===== config.mk =====
export PLATFORM = sky130hd
export DESIGN_NAME = scheduled_run_sequencer
export DESIGN_NICKNAME = d
export VERILOG_FILES = /design/src/sched_run_pkg.sv /design/src/scheduled_run_sequencer.sv
export SDC_FILE = /design/constraint.sdc
export NUM_CORES = 1
export LEC_CHECK = 0
export BUFFER_PORTS_ARGS = -buffer_cell sky130_fd_sc_hd__buf_2
export CAP_MARGIN = 30
export CORE_MARGIN = 2
export CORE_UTILIZATION = 56
export CTS_CLUSTER_SIZE = 12
export DETAILED_ROUTE_END_ITERATION = 8
export PLACE_DENSITY = 0.76
export SLEW_MARGIN = 20
export SYNTH_ARGS = -nofsm -noshare
export SYNTH_HDL_FRONTEND = slang
export SYNTH_SLANG_ARGS = --single-unit

===== constraint.sdc =====
create_clock -name clk_in -period 5.4 [get_ports clk_in]
set_input_delay 1.08 -clock clk_in [delete_from_list [all_inputs] [get_ports clk_in]]
set_output_delay 1.08 -clock clk_in [all_outputs]
set_load 0.05 [all_outputs]

===== src/sched_run_pkg.sv =====
package sched_run_pkg;

  // =====================================================================
  // timing
  localparam longint unsigned CLK_PERIOD_NS  = 64'd4;           // 250 MHz core clock
  localparam longint unsigned SECOND_TIME_NS = 64'd1000000000;  // one second of time of day
  localparam longint unsigned SECOND_CYCLES  = SECOND_TIME_NS / CLK_PERIOD_NS;
  localparam int              MINOR_PER_MAJOR = 60;             // carry minor into major at 60

  // =====================================================================
  // schedule layout and value limits
  localparam int          GROUPS        = 3;
  localparam int          GROUP_POINTS  = 10;
  localparam int          POINTS        = GROUPS * GROUP_POINTS;
  localparam logic [13:0] EMPTY_MARK    = 14'd9999;   // unprogrammed marker
  localparam logic [13:0] DIR_MAX       = 14'd2;
  localparam logic [13:0] FREQ_MAX      = 14'd4000;   // 400.0 Hz in 0.1 Hz steps
  localparam logic [13:0] MAJOR_MAX     = 14'd99;
  localparam logic [13:0] MINOR_MAX     = 14'd59;
  localparam logic [6:0]  TOD_MAJOR_MAX = 7'd99;
  localparam logic [5:0]  TOD_MINOR_MAX = 6'd59;
  localparam logic [2:0]  MODE_SCHEDULED = 3'd5;

  // =====================================================================
  // encodings
  localparam logic [1:0] DIR_STOP = 2'd0;
  localparam logic [1:0] DIR_FWD  = 2'd1;
  localparam logic [1:0] DIR_REV  = 2'd2;
  localparam int UNIT_HOUR_BIT    = 0;  // unit select bit0: hour:minute
  localparam int UNIT_MON_BIT     = 1;  // unit select bit1: show reference time

  typedef enum logic [2:0] {
    ST_IDLE = 3'b001,
    ST_RUN  = 3'b010,
    ST_DONE = 3'b100
  } seq_state_t;

  typedef struct packed {
    logic [6:0] major;
    logic [5:0] minor;
  } tod_t;

  typedef struct packed {
    logic        set_empty;
    logic        time_empty;
    logic [1:0]  dir;
    logic [11:0] freq;
    tod_t        at;
  } point_t;

  // raw entry values as typed at the keypad, 9999 meaning empty
  typedef struct packed {
    logic [13:0] dir_code;
    logic [13:0] freq_code;
    logic [13:0] major_code;
    logic [13:0] minor_code;
  } point_entry_t;

  typedef struct packed {
    logic [1:0]  dir;
    logic [11:0] freq;
  } drive_cmd_t;

  localparam point_t POINT_RESET = '{set_empty: 1'b1, time_empty: 1'b1, dir: 2'd0,
                                     freq: 12'd0, at: '{major: 7'd0, minor: 6'd0}};
  localparam tod_t   TOD_ZERO    = '{major: 7'd0, minor: 6'd0};

endpackage


===== src/scheduled_run_sequencer.sv =====
`timescale 1ns/1ns
`default_nettype none
// =====================================================================

module scheduled_run_sequencer #(
  parameter longint unsigned SEC_CYCLES = sched_run_pkg::SECOND_CYCLES // shorten in sim
) (
  input  wire logic                        clk_in,                // 250 MHz clock
  input  wire logic                        rst_in,                // sync reset, high
  input  wire logic [2:0]                  operating_mode_select_in, // 5 = scheduled run
  input  wire logic [1:0]                  time_unit_select_in,   // unit / monitor select
  input  wire logic                        program_go_line_in,    // go input
  input  wire logic                        timer_clear_line_in,   // timer clear input
  input  wire logic [2:0]                  group_select_in,       // bit0 group one..bit2 three
  input  wire logic                        drive_reset_in,        // drive reset input
  input  wire logic                        power_loss_in,         // power-off indication
  input  wire logic                        fault_clear_line_in,   // fault clear input
  input  wire logic                        drive_halt_line_in,    // output halt input
  input  wire logic                        second_function_line_in, // second function input
  input  wire logic                        thermal_relay_line_in, // thermal relay input
  input  wire logic                        current_setting_line_in, // current setting input
  input  wire logic                        stop_line_in,          // stop self-hold input
  input  wire logic                        speed_select_line_in,  // speed select input
  input  wire logic                        inch_line_in,          // inch input
  input  wire logic                        mode_switch_in,        // request a mode switch
  input  wire logic                        mode_target_ext_in,    // 1 external, 0 keypad
  input  wire logic                        point_write_in,        // write one point
  input  wire logic [4:0]                  point_index_in,        // point 0..29
  input  wire sched_run_pkg::point_entry_t point_entry_in,        // raw entry values
  input  wire logic                        preset_load_in,        // load preset into time
  input  wire sched_run_pkg::tod_t         timer_preset_in,       // preset time value
  output logic                             entry_error_out,       // last entry rejected
  output sched_run_pkg::drive_cmd_t        drive_cmd_out,         // commanded dir and freq
  output logic                             time_up_flag_out,      // schedule completed
  output logic [2:0]                       group_active_out,      // group now running
  output sched_run_pkg::tod_t              ref_time_out,          // reference time of day
  output logic                             monitor_time_out,      // show time not voltage
  output logic                             hour_units_out,        // 1 hour:minute units
  output logic                             external_mode_out,     // 1 external operation
  output logic                             fault_clear_out,       // fault clear, passed in every mode
  output logic                             drive_halt_out,        // halt, passed in every mode
  output logic                             second_function_out,   // second function, passed in every mode
  output logic                             thermal_trip_out,      // thermal relay, passed in every mode
  output logic                             current_setting_out,   // gated current setting
  output logic                             stop_hold_out,         // gated stop
  output logic                             speed_select_out,      // gated speed select
  output logic                             inch_out               // gated inch
);
  import sched_run_pkg::*;

  // =====================================================================
  // declarations
  point_t          point_q [POINTS];
  tod_t            ref_q;
  logic [31:0]     sec_cnt_q;
  logic [5:0]      min_cnt_q;
  logic            sec_tick;
  logic            min_tick;
  logic            step_tick;
  seq_state_t      state_q;
  logic [2:0]      pending_q;
  logic [1:0]      cur_grp_q;
  logic [3:0]      next_pt_q;
  logic            trig_q;
  logic            trig_now;
  logic            clear_now;
  logic            mode_sched;
  logic            start_now;
  logic [4:0]      addr;
  point_t          cur_pt;
  logic            entry_bad;
  logic            set_empty;
  logic            time_empty;
  logic [2:0]      pending_left;
  logic [1:0]      first_grp;
  logic [1:0]      next_grp;

  assign mode_sched = (operating_mode_select_in == MODE_SCHEDULED);
  assign clear_now  = timer_clear_line_in | drive_reset_in | power_loss_in;
  assign trig_now   = program_go_line_in & (|group_select_in);
  // only the rising edge of go-with-group starts, so a run lost to power
  // loss needs go released and reasserted, and then starts over from time zero
  assign start_now  = mode_sched & trig_now & ~trig_q & ~timer_clear_line_in;

  // =====================================================================
  // timebase
  // second tick from the crystal-derived core clock; accuracy is the
  // crystal's own, no trimming is applied
  always_ff @(posedge clk_in) begin
    if (rst_in || sec_tick) begin
      sec_cnt_q <= 32'd0;
    end else begin
      sec_cnt_q <= sec_cnt_q + 32'd1;
    end
  end
  assign sec_tick = (sec_cnt_q == 32'(SEC_CYCLES - 64'd1));

  // minute tick from sixty seconds
  always_ff @(posedge clk_in) begin
    if (rst_in) begin
      min_cnt_q <= 6'd0;
    end else if (sec_tick) begin
      min_cnt_q <= (min_cnt_q == 6'(MINOR_PER_MAJOR - 1)) ? 6'd0 : min_cnt_q + 6'd1;
    end
  end
  assign min_tick  = sec_tick & (min_cnt_q == 6'(MINOR_PER_MAJOR - 1));
  assign step_tick = time_unit_select_in[UNIT_HOUR_BIT] ? min_tick : sec_tick;

  // =====================================================================
  // reference time of day
  always_ff @(posedge clk_in) begin
    if (rst_in || clear_now) begin
      ref_q <= TOD_ZERO;
    end else if (start_now) begin
      ref_q <= TOD_ZERO;
    end else if (state_q == ST_RUN && next_pt_q == 4'(GROUP_POINTS) && |pending_left) begin
      ref_q <= TOD_ZERO;
    end else if (preset_load_in && timer_preset_in.minor <= TOD_MINOR_MAX
                 && timer_preset_in.major <= TOD_MAJOR_MAX) begin
      ref_q <= timer_preset_in;
    end else if (step_tick) begin
      // holds at the top instead of wrapping, so a late point never refires
      if (ref_q.minor != TOD_MINOR_MAX) begin
        ref_q.minor <= ref_q.minor + 6'd1;
      end else if (ref_q.major != TOD_MAJOR_MAX) begin
        ref_q.minor <= 6'd0;
        ref_q.major <= ref_q.major + 7'd1;
      end
    end
  end

  // =====================================================================
  // point storage and entry check
  assign set_empty  = (point_entry_in.dir_code == EMPTY_MARK)
                    | (point_entry_in.freq_code == EMPTY_MARK);
  assign time_empty = (point_entry_in.major_code == EMPTY_MARK);
  always_comb begin
    entry_bad = (point_index_in >= 5'(POINTS));
    if (!set_empty) begin
      entry_bad = entry_bad | (point_entry_in.dir_code > DIR_MAX);
      entry_bad = entry_bad | (point_entry_in.freq_code > FREQ_MAX);
    end
    if (!time_empty) begin
      entry_bad = entry_bad | (point_entry_in.minor_code > MINOR_MAX);
      entry_bad = entry_bad | (point_entry_in.major_code > MAJOR_MAX);
    end
  end

  // one store per point; values are kept as typed numbers, so a unit
  // change reinterprets them without rewriting anything
  for (genvar i = 0; i < POINTS; i++) begin : g_point
    always_ff @(posedge clk_in) begin
      if (rst_in) begin
        point_q[i] <= POINT_RESET;
      end else if (point_write_in && !entry_bad && point_index_in == 5'(i)) begin
        point_q[i].set_empty  <= set_empty;
        point_q[i].time_empty <= time_empty;
        point_q[i].dir        <= point_entry_in.dir_code[1:0];
        point_q[i].freq       <= point_entry_in.freq_code[11:0];
        point_q[i].at.major   <= point_entry_in.major_code[6:0];
        point_q[i].at.minor   <= point_entry_in.minor_code[5:0];
      end
    end
  end

  always_ff @(posedge clk_in) begin
    if (rst_in) begin
      entry_error_out <= 1'b0;
    end else if (point_write_in) begin
      entry_error_out <= entry_bad;
    end else if (preset_load_in) begin
      entry_error_out <= (timer_preset_in.minor > TOD_MINOR_MAX)
                       | (timer_preset_in.major > TOD_MAJOR_MAX);
    end
  end

  // =====================================================================
  // group ordering helpers
  always_comb begin
    first_grp = group_select_in[0] ? 2'd0 : (group_select_in[1] ? 2'd1 : 2'd2);
    pending_left = pending_q;
    pending_left[cur_grp_q] = 1'b0;
    next_grp = pending_left[0] ? 2'd0 : (pending_left[1] ? 2'd1 : 2'd2);
    addr = 5'(cur_grp_q) * 5'(GROUP_POINTS) + 5'(next_pt_q);
    cur_pt = (addr < 5'(POINTS)) ? point_q[addr] : POINT_RESET;
  end

  // =====================================================================
  // sequencer: one point examined per clock, in stored order
  always_ff @(posedge clk_in) begin
    if (rst_in) begin
      trig_q <= 1'b0;
    end else begin
      trig_q <= trig_now;
    end
  end

  always_ff @(posedge clk_in) begin
    if (rst_in || clear_now || !mode_sched) begin
      state_q          <= ST_IDLE;
      pending_q        <= 3'd0;
      cur_grp_q        <= 2'd0;
      next_pt_q        <= 4'd0;
      drive_cmd_out    <= '{dir: DIR_STOP, freq: 12'd0};
      time_up_flag_out <= 1'b0;
      group_active_out <= 3'd0;
    end else if (start_now) begin
      state_q          <= ST_RUN;
      pending_q        <= group_select_in;
      cur_grp_q        <= first_grp;
      next_pt_q        <= 4'd0;
      time_up_flag_out <= 1'b0;
      group_active_out <= 3'b001 << first_grp;
    end else begin
      unique case (state_q)
        ST_IDLE: begin
        end
        ST_RUN: begin
          if (next_pt_q == 4'(GROUP_POINTS)) begin
            if (|pending_left) begin
              pending_q        <= pending_left;
              cur_grp_q        <= next_grp;
              next_pt_q        <= 4'd0;
              group_active_out <= 3'b001 << next_grp;
            end else begin
              state_q          <= ST_DONE;
              pending_q        <= 3'd0;
              time_up_flag_out <= 1'b1;
              group_active_out <= 3'd0;
            end
          end else if (cur_pt.set_empty || cur_pt.time_empty) begin
            next_pt_q <= next_pt_q + 4'd1;
          end else if (ref_q >= cur_pt.at) begin
            drive_cmd_out <= '{dir: cur_pt.dir, freq: cur_pt.freq};
            next_pt_q     <= next_pt_q + 4'd1;
          end
        end
        ST_DONE: begin
          // time-up holds until timer clear, drive reset, power loss or a mode change; a new go edge restarts
        end
      endcase
    end
  end

  // =====================================================================
  // mode switching and monitor select
  always_ff @(posedge clk_in) begin
    if (rst_in) begin
      external_mode_out <= 1'b0;
    end else if (mode_switch_in && !program_go_line_in && !timer_clear_line_in) begin
      external_mode_out <= mode_target_ext_in;
    end
  end

  always_ff @(posedge clk_in) begin
    if (rst_in) begin
      ref_time_out     <= TOD_ZERO;
      monitor_time_out <= 1'b0;
      hour_units_out   <= 1'b0;
    end else begin
      ref_time_out     <= ref_q;
      monitor_time_out <= time_unit_select_in[UNIT_MON_BIT];
      hour_units_out   <= time_unit_select_in[UNIT_HOUR_BIT];
    end
  end

  // =====================================================================
  // terminal gating in scheduled mode
  always_ff @(posedge clk_in) begin
    if (rst_in) begin
      fault_clear_out     <= 1'b0;
      drive_halt_out      <= 1'b0;
      second_function_out <= 1'b0;
      thermal_trip_out    <= 1'b0;
      current_setting_out <= 1'b0;
      stop_hold_out       <= 1'b0;
      speed_select_out    <= 1'b0;
      inch_out            <= 1'b0;
    end else begin
      fault_clear_out     <= fault_clear_line_in;
      drive_halt_out      <= drive_halt_line_in;
      second_function_out <= second_function_line_in;
      thermal_trip_out    <= thermal_relay_line_in;
      current_setting_out <= current_setting_line_in & ~mode_sched;
      stop_hold_out       <= stop_line_in & ~mode_sched;
      speed_select_out    <= speed_select_line_in & ~mode_sched;
      inch_out            <= inch_line_in & ~mode_sched;
    end
  end

endmodule
`default_nettype wire


==> metrics.csv <==
stage,metric,value,unit
grt,grt_antenna_before_repair,2,
clock_network,cts_hold_buf,0,
cells_and_area,regArea,0.0283,mm2
cells_and_area,final_common_cell,edfxtp_1,
grt,grt_pass1_vias,28300,
clock_network,clock-sinks,976,
clock_network,numCtsBuffers,98,
pwr,p_per_area,316,mW/mm2
sta,period_share,95.1,%
pwr,seq_power_share,54.8,%
drt,routedWlPerCell,27.3,um
clock_network,cts_tree,done,
die,design.die.area,0.0815,mm2
sta,setup_viol,0,
pwr,p_int,12.4,mW
cells_and_area,fillerInstances,5456,
drt,drt-total-wl,119000,um
sta,maxSlewViolCount,0,
sta,tns,0,ps
synthesis,synth_warnings,0,
synthesis,synth_flop_cell,edfxtp_1,
setup_path,cp_max_fo,12,
setup_path,path_buf_inv,2,
setup_path,slowest_stage,fa_4,
pwr,power.leakage,17.0,nW
drt,dr.pass1.iters,6,
cells_and_area,final_cell_mix,"edfxtp_1, and2_1, mux4_2",
flow_run,cap_violations,0,
synthesis,postSynthAreaPerCell,14.2,um2
setup_path,crit_family,compound AO/OA/AOI/OAI gates,
die,boundaryPins,143,
grt,grt_util_all_layers,29.6,%
cells_and_area,multi_input_area,0.0152,mm2
worst_hold_path,hp-class,reg2reg,
setup_path,cp_data_arrival_time,5720,ps
sta,finClkSkew,25.5,ps
synthesis,ys_ff_latch,976,
die,dieWidth,285,um
cells_and_area,drive_above_1_share,20.4,%
grt,grt_pass1_wl,179000,um
sta,max_freq,195,MHz
setup_path,critPathKind,reg2reg,
sta,worst_slew_pin_slew,857,ps
drt,routed_via_density,6.41,
status,status,completed,
die,rows,103,
setup_path,worstPathCellList,ha_4 -> fa_4 -> nand3b_1 -> buf_4 -> nor2_1 -> a311oi_1 -> nor2_1 -> a21oi_1 -> ha_1 -> a21o_1 -> a21oi_1 -> o211a_1 -> o311ai_0 -> buf_4 -> a2bb2oi_1 -> o21ai_0 -> a21oi_1,
grt,gr-total-overflow,0,
sta,hold_viol_final,0,
synthesis,seq_area_frac_synth,63.7,%
clock_network,htreeDepth,3,
grt,grt_max_degree,71,
drt,antenna_left,0,
placement,globalplace.congestion,0.918,
grt,use_met1,41.4,%
sta,relSlewSlack,42.1,%
die,die_h,285,um
synthesis,synthArstFlopShare,0,%
sta,fin_ws,267,ps
synthesis,synth_area,0.0444,mm2
setup_path,critPathMaxStageDelay,670,ps
grt,busiest_layer,met2,
clock_network,clock_path_buffers,3,
synthesis,synth.distinct_cells,67,
pwr,p_comb_share,4.5,%
synthesis,syn_nets,3255,
grt,use_met3,5.32,%
clock_network,root_buffer,clkbuf_16,
grt,grtUsageMet2,46.7,%
placement,dp_hpwl,74600,um
die,start_util,56.3,%
drt,drtIter0Drc,3769,
pwr,switching_share,21.4,%
setup_path,start_kind,flip-flop,
placement,dp_slack,85.3,ps
pwr,power.share.clock,40.7,%
drt,via_count,28000,
clock_network,clk_pin_slew,60,ps
clock_network,clkLatencyLatePin,660,ps
setup_path,end_kind,flip-flop,
sta,fin_crit,5130,ps
cells_and_area,areaGrowthSynthToFinish,12.3,%
placement,numPortBuffers,142,
pwr,ir_worst_vdd,0.228,mV
die,core,0.0787,mm2
sta,rsz0062_at_grt,no,
synthesis,synth-edff-count,870,
synthesis,synthCells,3134,
cells_and_area,nNetsFinal,3360,
pwr,power_switching,3.37,mW
setup_path,worstPathRequired,5980,ps
drt,drc,0,
setup_path,crit_top_cell,a21oi_1,
## final timing paths
check                             startpoint  cells past startpoint      endpoint  slack, ps
worst max-delay path            cur_grp_q[0]                     17  next_pt_q[0]        270
worst min-delay path            sec_cnt_q[0]                      1  sec_cnt_q[0]        460
worst max register to register  cur_grp_q[0]                     17  next_pt_q[0]        270
worst min register to register  sec_cnt_q[0]                      1  sec_cnt_q[0]        460
## layer usage
layer / part of all wire (%) / vias to the layer above
li1: - / 11800
met1: 37 / 14200
met2: 47 / 1831
met3: 11 / 259
met4: 3.7 / 2
met5: 0.011 / -
## state kept, by name, indices dropped and copies added, names as in the netlist, 2 cells and up
register	flops
cur_grp_q	2
drive_cmd_out	14
group_active_out	3
min_cnt_q	6
next_pt_q	4
pending_q	3
point_q	870
ref_q	13
ref_time_out	13
sec_cnt_q	32
state_q	2
## worst reg2reg max path, delay by kind of cell (launching register included)
kind / cells / cell delay, ps
AO/OA/AOI/OAI: 9 / 2340
adder cells (fa/ha/maj): 3 / 1170
AND/OR/NAND/NOR: 3 / 460
flip-flops: 1 / 580
buffers and inverters: 2 / 500
## final cells by class
type / instances / area share, %
clock inverter: 22 / 0.327
clock buffer: 159 / 5.66
sequential: 976 / 56.7
antenna: 2 / 0.0101
timing repair buffer: 271 / 3.94
inverter: 14 / 0.106
tap: 1050 / 2.64
multi-input combinational: 1878 / 30.6
## power groups by stage
stage	registers (mW)	clock network (mW)	logic [mW]
after global routing	8.66	6.74	0.740
after CTS	8.64	6.44	0.696
after global placement	8.76	0	0.677
final	8.64	6.41	0.708
after floorplan	8.78	0	0.360
after detailed placement	8.79	0	0.692
## repair_timing
| action | CTS | global route |
|---|---|---|
| endpoints found under the setup margin | 0 | 18 |
| resized for setup | 0 | 0 |
| endpoints found under the hold margin | 0 | 0 |
| buffers inserted | 0 | 2 |
## cell families after synthesis
group                    after synthesis  share of synthesized area (%)
AND/OR/NAND/NOR                     1325                           17.0
flip-flops                           976                           63.7
buffers and inverters                280                           2.43
adder cells (fa/ha/maj)               21                          0.609
XOR/XNOR                              37                          0.731
AO/OA/AOI/OAI                        234                           3.53
multiplexers                         261                           12.0
## per-stage QoR
stage / cells / instance area [um2] / power (mW) / utilization [%] / hold slack, ps
global placement: 4183 / 46800 / 9.44 / 59.4 / 434
finish: 4372 / 49800 / 15.8 / 63.2 / 463
detailed placement: 4185 / 46800 / 9.48 / 59.4 / 442
global route: 4370 / 49800 / 16.1 / 63.2 / 488
CTS: 4366 / 49800 / 15.8 / 63.2 / 462
floorplan: 3134 / 44400 / 9.14 / - / 428
## Yosys cell counts, drive strengths merged, types with 7 or more instances
cell / number / area [um2]
mux4: 216 / 4860
mux2i: 34 / 340
nand2: 149 / 559
o21ai: 46 / 230
nor4b: 7 / 61.3
o311ai: 7 / 61.3
and2: 783 / 4900
a31o: 9 / 78.8
nor4: 15 / 115
xnor2: 17 / 149
nand4b: 11 / 96.3
or3: 7 / 43.8
or4: 13 / 101
xor2: 20 / 175
nand2b: 8 / 50.1
and3: 17 / 106
a41o: 7 / 70.1
nand3: 35 / 175
a21oi: 72 / 360
nor2: 150 / 563
edfxtp: 870 / 26100
dfxtp: 106 / 2120
buf: 43 / 188
or2: 7 / 43.8
nor3: 59 / 295
mux2: 11 / 124
a211oi: 12 / 100
inv: 14 / 52.6
a32oi: 10 / 87.6
a311oi: 19 / 166
o211ai: 13 / 97.6
clkbuf: 223 / 837
nand4: 20 / 125
nor2b: 28 / 175
ha: 20 / 250
o31ai: 8 / 65.1
Power figures use the tool's default switching activity.
